[src/hub_strap_defs.vh]
// constants for the hub reset sequencer and strap logic
`ifndef HUB_STRAP_DEFS_VH
`define HUB_STRAP_DEFS_VH

// clock and sequence times
`define CLK_PERIOD_NS 5
`define POR_DELAY_NS 40000
`define STRAP_WINDOW_NS 21000
`define PIN_TURN_NS 50000000
`define TIMER_W 24

// register byte addresses
`define ADDR_W 8
`define ADDR_CTRL 8'h00
`define ADDR_POWER 8'h04
`define ADDR_LED_SEL 8'h08
`define ADDR_STATUS 8'h0c

// control register fields
`define CTRL_LED_MANUAL 0
`define CTRL_RESET 1'h0
`define POWER_RESET 4'h0
`define LED_SEL_RESET 8'hff

// status register fields
`define ST_GANG 0
`define ST_SELF 1
`define ST_ACTIVE_HIGH 2
`define ST_STRAPS_VALID 3
`define ST_PIN_OUTPUT 4
`define ST_OC_LSB 8
`define ST_OC_MSB 11
`define ST_PWR_LSB 12
`define ST_PWR_MSB 15
`define ST_STATE_LSB 16
`define ST_STATE_MSB 18

// port indicator selector codes, two bits per port
`define LED_SEL_W 2
`define LED_AUTO 2'h0
`define LED_AMBER 2'h1
`define LED_GREEN 2'h2
`define LED_OFF 2'h3

// port pin enable masks
`define PORTS_ALL_OFF 4'hf
`define PORTS_ALL_ON 4'h0
`define PORTS_GANG_OE_N 4'he

`endif

[src/seq_delay_timer.v]
// run-gated delay timer, done holds until run drops
`timescale 1ns/1ps

module seq_delay_timer #(
	parameter COUNT = 1
) (
	// clock and reset
	input wire clock,
	input wire reset,
	// control
	input wire run,
	output reg done
);

`include "hub_strap_defs.vh"

	localparam [31:0] LAST_FULL = COUNT - 1;
	localparam [`TIMER_W-1:0] LAST = LAST_FULL[`TIMER_W-1:0];

	reg [`TIMER_W-1:0] count_q;

	always @(posedge clock or posedge reset) begin
		if (reset) begin
			count_q <= {`TIMER_W{1'b0}};
			done <= 1'b0;
		end else if (!run) begin
			count_q <= {`TIMER_W{1'b0}};
			done <= 1'b0;
		end else if (!done) begin
			count_q <= count_q + 1'b1;
			done <= (count_q == LAST);
		end
	end

endmodule

[src/led_indicator_channel.v]
// one port indicator: manual or automatic colour, blanked in suspend
`timescale 1ns/1ps

module led_indicator_channel (
	// clock and reset
	input wire clock,
	input wire reset,
	// mode and state
	input wire enable,
	input wire manualMode,
	input wire [1:0] select,
	input wire powered,
	input wire overcurrent,
	input wire suspended,
	// lamps
	output reg amberOn,
	output reg greenOn
);

`include "hub_strap_defs.vh"

	reg amberD;
	reg greenD;

	always @* begin
		amberD = 1'b0;
		greenD = 1'b0;
		if (manualMode) begin
			case (select)
				`LED_AMBER: amberD = 1'b1;
				`LED_GREEN: greenD = 1'b1;
				default: ;
			endcase
		end else begin
			amberD = overcurrent;
			greenD = powered & ~overcurrent;
		end
		if (!enable || suspended) begin
			amberD = 1'b0;
			greenD = 1'b0;
		end
	end

	always @(posedge clock or posedge reset) begin
		if (reset) begin
			amberOn <= 1'b0;
			greenOn <= 1'b0;
		end else begin
			amberOn <= amberD;
			greenOn <= greenD;
		end
	end

endmodule

[src/hub_strap_reset_control.v]
// reset sequencing, strap capture, shared suspend pin, port power and indicators
// Operation
// External reset low or supply not good puts the chip into power-on reset.
// Core supply monitor fault forces a full internal reset.
// Internal reset releases about 40 us after power is good.
// Shared gang pin stays input; port power mode latched within 21 us.
// About 50 ms after the latch, the shared pin becomes an output.
// In output mode the shared pin flags global suspend.
// Strap low means individual power, high means gang power.
// Self-power strap selects bus-powered or self-powered hub.
// Port indicators offer manual and automatic control.
// All indicators go dark during global suspend.
// Port-2 amber strap 0 selects active-low power enables.
// Port-2 amber strap 1 selects active-high power enables.
// Self-power strap 0 is bus-powered, 1 is self-powered.
// Gang mode uses only port-1 enable and port-1 overcurrent.
// External reset held low keeps the whole chip in reset.
// Strap values hold until the next reset and resample only then.
`timescale 1ns/1ps
`include "hub_strap_defs.vh"

module hub_strap_reset_control #(
	parameter POR_CYCLES = (`POR_DELAY_NS + `CLK_PERIOD_NS - 1) / `CLK_PERIOD_NS,
	// latch edge lands one cycle after the timer ends, still inside the window
	parameter STRAP_CYCLES = `STRAP_WINDOW_NS / `CLK_PERIOD_NS - 1,
	parameter TURN_CYCLES = (`PIN_TURN_NS + `CLK_PERIOD_NS - 1) / `CLK_PERIOD_NS
) (
	// clock and reset
	input wire clock,
	input wire reset,
	// reset sources
	input wire extReset_n,
	input wire coreSupplyGood,
	output reg coreReset,
	// straps and shared pins
	input wire selfPowerStrap,
	input wire gangStrapSuspendPinIn,
	output reg gangStrapSuspendPinOut,
	output reg gangStrapSuspendPinOe_n,
	input wire port2AmberIndicatorPinIn,
	// hub state
	input wire globalSuspend,
	output wire selfPowered,
	output wire gangMode,
	// port power
	input wire [3:0] portOvercurrent_n,
	output reg [3:0] portPowerEnable_n,
	output reg [3:0] portPowerEnableOe_n,
	// indicators
	output wire [3:0] amberLedOut,
	output reg [3:0] amberLedOe_n,
	output wire [3:0] greenLedOut,
	output reg [3:0] greenLedOe_n,
	// register port
	input wire [`ADDR_W-1:0] regAddr,
	input wire [31:0] regWriteData,
	input wire regWrite,
	input wire regRead,
	output reg [31:0] regReadData
);

	localparam ST_HOLD = 3'h0;
	localparam ST_POR_WAIT = 3'h1;
	localparam ST_STRAP = 3'h2;
	localparam ST_INPUT = 3'h3;
	localparam ST_RUN = 3'h4;

	reg [2:0] state_q;
	reg [2:0] state_d;
	reg gang_q;
	reg self_q;
	reg activeHigh_q;
	reg strapsValid_q;
	reg ledManual_q;
	reg [3:0] powerReq_q;
	reg [7:0] ledSel_q;
	wire porHold;
	wire porDone;
	wire strapDone;
	wire turnDone;
	wire [3:0] ocEff;
	wire [3:0] powerReqEff;
	wire [3:0] powerOn;
	wire pinOutputMode;
	wire [31:0] statusWord;

	// power-on reset sources
	assign porHold = ~extReset_n | ~coreSupplyGood;

	always @* begin
		state_d = state_q;
		if (porHold) begin
			state_d = ST_HOLD;
		end else begin
			case (state_q)
				ST_HOLD: state_d = ST_POR_WAIT;
				ST_POR_WAIT: if (porDone) state_d = ST_STRAP;
				ST_STRAP: if (strapDone) state_d = ST_INPUT;
				ST_INPUT: if (turnDone) state_d = ST_RUN;
				ST_RUN: state_d = ST_RUN;
				default: state_d = ST_HOLD;
			endcase
		end
	end

	always @(posedge clock or posedge reset) begin
		if (reset) begin
			state_q <= ST_HOLD;
			coreReset <= 1'b1;
		end else begin
			state_q <= state_d;
			coreReset <= (state_d == ST_HOLD) || (state_d == ST_POR_WAIT);
		end
	end

	seq_delay_timer #(.COUNT(POR_CYCLES)) porTimer (
		.clock(clock),
		.reset(reset),
		.run(state_q == ST_POR_WAIT),
		.done(porDone)
	);

	seq_delay_timer #(.COUNT(STRAP_CYCLES)) strapTimer (
		.clock(clock),
		.reset(reset),
		.run(state_q == ST_STRAP),
		.done(strapDone)
	);

	seq_delay_timer #(.COUNT(TURN_CYCLES)) turnTimer (
		.clock(clock),
		.reset(reset),
		.run(state_q == ST_INPUT),
		.done(turnDone)
	);

	// strap capture, held until the next reset
	always @(posedge clock or posedge reset) begin
		if (reset) begin
			gang_q <= 1'b0;
			self_q <= 1'b0;
			activeHigh_q <= 1'b0;
			strapsValid_q <= 1'b0;
		end else if (porHold) begin
			gang_q <= 1'b0;
			self_q <= 1'b0;
			activeHigh_q <= 1'b0;
			strapsValid_q <= 1'b0;
		end else if (state_q == ST_STRAP && strapDone) begin
			gang_q <= gangStrapSuspendPinIn;
			self_q <= selfPowerStrap;
			activeHigh_q <= port2AmberIndicatorPinIn;
			strapsValid_q <= 1'b1;
		end
	end

	assign selfPowered = self_q;
	assign gangMode = gang_q;
	assign pinOutputMode = (state_q == ST_RUN);

	// shared gang pin: input until the turn, then suspend flag
	always @(posedge clock or posedge reset) begin
		if (reset) begin
			gangStrapSuspendPinOut <= 1'b0;
			gangStrapSuspendPinOe_n <= 1'b1;
		end else begin
			gangStrapSuspendPinOe_n <= ~pinOutputMode;
			gangStrapSuspendPinOut <= pinOutputMode & globalSuspend;
		end
	end

	// port power with overcurrent cut-off
	assign ocEff = gang_q ? {4{~portOvercurrent_n[0]}} : ~portOvercurrent_n;
	assign powerReqEff = gang_q ? {4{powerReq_q[0]}} : powerReq_q;
	assign powerOn = strapsValid_q ? (powerReqEff & ~ocEff) : `PORTS_ALL_ON;

	always @(posedge clock or posedge reset) begin
		if (reset) begin
			portPowerEnable_n <= `PORTS_ALL_OFF;
			portPowerEnableOe_n <= `PORTS_ALL_OFF;
		end else begin
			portPowerEnable_n <= activeHigh_q ? powerOn : ~powerOn;
			if (!strapsValid_q)
				portPowerEnableOe_n <= `PORTS_ALL_OFF;
			else if (gang_q)
				portPowerEnableOe_n <= `PORTS_GANG_OE_N;
			else
				portPowerEnableOe_n <= `PORTS_ALL_ON;
		end
	end

	// indicators, pins released until straps are in
	genvar i;
	generate
		for (i = 0; i < 4; i = i + 1) begin : ledPort
			led_indicator_channel channel (
				.clock(clock),
				.reset(reset),
				.enable(strapsValid_q),
				.manualMode(ledManual_q),
				.select(ledSel_q[i*`LED_SEL_W +: `LED_SEL_W]),
				.powered(powerOn[i]),
				.overcurrent(ocEff[i]),
				.suspended(globalSuspend),
				.amberOn(amberLedOut[i]),
				.greenOn(greenLedOut[i])
			);
		end
	endgenerate

	always @(posedge clock or posedge reset) begin
		if (reset) begin
			amberLedOe_n <= `PORTS_ALL_OFF;
			greenLedOe_n <= `PORTS_ALL_OFF;
		end else begin
			amberLedOe_n <= strapsValid_q ? `PORTS_ALL_ON : `PORTS_ALL_OFF;
			greenLedOe_n <= strapsValid_q ? `PORTS_ALL_ON : `PORTS_ALL_OFF;
		end
	end

	// software registers, cleared with the chip
	always @(posedge clock or posedge reset) begin
		if (reset) begin
			ledManual_q <= `CTRL_RESET;
			powerReq_q <= `POWER_RESET;
			ledSel_q <= `LED_SEL_RESET;
		end else if (coreReset) begin
			ledManual_q <= `CTRL_RESET;
			powerReq_q <= `POWER_RESET;
			ledSel_q <= `LED_SEL_RESET;
		end else if (regWrite) begin
			case (regAddr)
				`ADDR_CTRL: ledManual_q <= regWriteData[`CTRL_LED_MANUAL];
				`ADDR_POWER: powerReq_q <= regWriteData[3:0];
				`ADDR_LED_SEL: ledSel_q <= regWriteData[7:0];
				default: ;
			endcase
		end
	end

	assign statusWord = {13'h0000, state_q, powerOn, ocEff, 3'h0, pinOutputMode,
		strapsValid_q, activeHigh_q, self_q, gang_q};

	always @(posedge clock or posedge reset) begin
		if (reset) begin
			regReadData <= 32'h00000000;
		end else if (regRead) begin
			case (regAddr)
				`ADDR_CTRL: regReadData <= {31'h00000000, ledManual_q};
				`ADDR_POWER: regReadData <= {28'h0000000, powerReq_q};
				`ADDR_LED_SEL: regReadData <= {24'h000000, ledSel_q};
				`ADDR_STATUS: regReadData <= statusWord;
				default: regReadData <= 32'h00000000;
			endcase
		end else begin
			regReadData <= 32'h00000000;
		end
	end

endmodule

[config.mk]
export PLATFORM = sky130hd
export DESIGN_NAME = hub_strap_reset_control
export DESIGN_NICKNAME = d
export VERILOG_FILES = /design/src/seq_delay_timer.v /design/src/led_indicator_channel.v /design/src/hub_strap_reset_control.v
export VERILOG_INCLUDE_DIRS = /design/src
export SDC_FILE = /design/constraint.sdc
export NUM_CORES = 1
export LEC_CHECK = 0
export BUFFER_PORTS_ARGS = -buffer_cell sky130_fd_sc_hd__buf_2
export CORE_UTILIZATION = 50
export CTS_CLUSTER_SIZE = 12
export DETAILED_ROUTE_END_ITERATION = 6
export PLACE_DENSITY = 0.72
export REMOVE_ABC_BUFFERS = 1
export SYNTH_ARGS = -nofsm -noshare
export SYNTH_HDL_FRONTEND = slang
export SYNTH_SLANG_ARGS = --single-unit
[constraint.sdc]
create_clock -name clock -period 7.6 [get_ports clock]
set_input_delay 1.52 -clock clock [delete_from_list [all_inputs] [get_ports clock]]
set_output_delay 1.52 -clock clock [all_outputs]
set_load 0.01 [all_outputs]
==> results.json <==
{
  "rsz0062_at_grt": "false",
  "n_antenna_cell": 0,
  "cts_buffers": 17,
  "die_w_um": 117,
  "grt_max_degree": 84,
  "syn_inst": 686,
  "track_usage_pct": 22.9,
  "crit_path_start_kind": "input pin",
  "yosys.area.top_type": "dfrtp_1",
  "async_flop_share_pct": 100,
  "synth_simple_gate_area_share_pct": 24.9,
  "num_io_pins": 115,
  "place_hpwl_mm": 9.65,
  "synth-seq-cells": 131,
  "max_slew_margin_pct": 31.6,
  "drt_iter0_markers": 366,
  "wl_per_cell_um": 15.7,
  "synth_flop_cell": "dfrtp_1",
  "htree_levels": 4,
  "skew_ns": 0.00905,
  "grt_antenna_before_repair": 0,
  "setup_viol_count_final": 0,
  "grt_pass1_wl_mm": 23.9,
  "synth_top_family_by_area": "simple AND/OR/NAND/NOR gates",
  "power_mw": 1.60,
  "syn_to_final_growth_pct": 13.5,
  "ir_worst_vdd_v": 0.000115,
  "holdBufCountCts": 0,
  "p_switching_mw": 0.322,
  "post_cts_buffers": 0,
  "path_max_fanout": 16,
  "fp-row-count": 41,
  "muxShareOfSynthArea_pct": 3.22,
  "drc": 6,
  "finalCritPeriodShare_pct": 38.9,
  "clkPwrFrac_pct": 53.6,
  "syn-mean-instance-area_um2": 9.58,
  "grt.overflow.total": 0,
  "grt_pass1_vias": 5003,
  "cap_viol_max_count": 0,
  "ys_warn_count": 0,
  "synth_top_area_share_pct": 43.8,
  "nets": 785,
  "slew_violations": 0,
  "holdWs_ns": 0.536,
  "ys_types": 51,
  "syn_area_um2": 6570,
  "p_int_mw": 1.27,
  "place.port_buffers": 77,
  "critPathKind": "in -> reg",
  "netSwitchingFraction_pct": 20.2,
  "synth-compound-area-share_pct": 10.3,
  "tritoncts": "done",
  "end_kind": "flop",
  "final_common_cell": "dfrtp_1",
  "synth_edf_count": 0,
  "path_cells": "buf_2, nor4_1, nand3_1, nor3_1, a21oi_1",
  "crit_buf_inv": 1,
  "violations": "DRC",
  "start_util_pct": 51.6,
  "p_per_area_nw_per_um2": 214,
  "cts_buffer_depth": 2,
  "clk_pin_slew_ns": 0.05,
  "design.die.area_um2": 13600,
  "crit_family": "simple AND/OR/NAND/NOR gates",
  "synth-adder-area-share_pct": 0.762,
  "power.leakage_nw": 3.13,
  "cts_root_buf": "clkbuf_16",
  "wirelength_mm": 14.3,
  "dr_total_vias": 5273,
  "hold_path_class": "reg -> reg",
  "ant_nets": 0,
  "routabilityCongestion": 0.831,
  "clk_latency_ns": 0.42,
  "critPathMaxStageDelay_ns": 0.63,
  "fmax_mhz": 338,
  "yosys-top-cells-area": "dfrtp_1, dfstp_2, nor2_1",
  "setup_tns_ns": 0,
  "dr.pass1.iters": 7,
  "hold_viol_final": 0,
  "fin_crit_ns": 2.96,
  "seqPwrFrac_pct": 43.9,
  "vias_per_cell": 5.79,
  "yosys.area_share.xor_xnor_pct": 3.73,
  "cts_sinks": 131,
  "drive_gt1_share_pct": 18.3,
  "die_h_um": 117,
  "final_cell_mix": "dfrtp_1, buf_2, nor2_1",
  "required_ns": 7.92,
  "pwr-share-comb_pct": 2.5,
  "cts_resized": 0,
  "status": "complete, but fails checks",
  "crit_path_top_delay_cell": "nor4_1",
  "worstMarginPinSlew_ns": 1.03,
  "core-area_um2": 12700,
  "cp.arrival_ns": 3.28,
  "ys_seq_area_share_pct": 50.2
}
-- worst paths after layout --
path	start	end	slack [ns]	depth (start not counted)
hold reg to reg	ledSel_q[7]	regReadData[7]	0.54	2
hold / removal	ledSel_q[7]	regReadData[7]	0.54	2
min in group asynchronous	reset	porTimer.count_q[5]	1.18	2
setup / recovery	regAddr[1]	ledSel_q[1]	4.64	5
setup reg to reg	strapTimer.done	strapTimer.count_q[17]	5.12	5
max in group asynchronous	reset	turnTimer.count_q[22]	4.98	3
-- power groups by stage --
| stage | logic [mW] | registers (mW) | clock network (mW) |
|---|---|---|---|
| after global placement | 0.0395 | 0.712 | 0 |
| after global routing | 0.0451 | 0.700 | 0.898 |
| after detailed placement | 0.0403 | 0.712 | 0 |
| final | 0.0393 | 0.700 | 0.855 |
| after floorplan | 0.0224 | 0.712 | 0 |
| after CTS | 0.0407 | 0.700 | 0.868 |
-- per-stage QoR --
step                      worst slack (ns)  instances  area [um2]  utilization [%]
after floorplan                       2.61        629        6220                -
after global placement                4.33        880        6840             53.7
after detailed placement              4.21        880        6840             53.7
after CTS                             4.65        911        7460             58.6
after global routing                  4.42        911        7460             58.6
final                                 4.64        911        7460             58.6
-- worst register-to-register path, stage by stage (launching register included) --
cell      delay (ns)
dfrtp_1         0.48
nor4bb_1        0.19
buf_4           0.17
or4_1           0.79
or4_1           0.59
a21oi_1         0.16
-- registers in the layout, summed over array words and instances, names as in the netlist, 8 cells and up --
signal,cells
porTimer.count_q,24
strapTimer.count_q,24
turnTimer.count_q,24
regReadData,19
ledSel_q,8
-- kinds of logic after synthesis --
logic type | count (synthesis)
AND/OR/NAND/NOR | 306
flip-flops | 131
AO/OA/AOI/OAI | 115
buffers and inverters | 82
XOR/XNOR | 28
multiplexers | 19
adder cells (fa/ha/maj) | 4
other | 1
-- final cells by class --
type	instances	area, um2
clock buffers	22	464
clock inverters	9	155
fillers	1103	5270
inverters	13	51.3
multi-input cells	485	2870
flip-flops and latches	131	3300
well taps	172	215
repair buffers	79	400
-- Yosys cell counts, drive strengths merged (2+ instances only) --
cell type and number:
o311ai 2, nand4b 3, or3 24, nor4bb 2, inv 13, and3 10
and4b 2, a22oi 3, o21ai 26, nand2 47, nand4 24, and3b 3
nor4 7, a41oi 2, xor2 21, clkbuf 33, nor4b 5, o22a 4
ha 4, nand3 37, o41ai 3, nor3 18, nor2 74, mux2 7
xnor2 7, a21oi 53, o31ai 14, mux2i 11, or4b 2, and4 7
or4 19, dfstp 16, nor2b 5, and2 6, dfrtp 115, nand2b 7
buf 36, a31oi 4, nor3b 2
-- per-layer routing --
layer / share of wire (%) / global-route usage (%)
met1: 44 / 29.2
met2: 50 / 37.1
met3: 4.0 / 5.24
met4: 1.8 / 10.6
met5: 0 / 0
No activity file was read; power rests on OpenSTA's default activity.
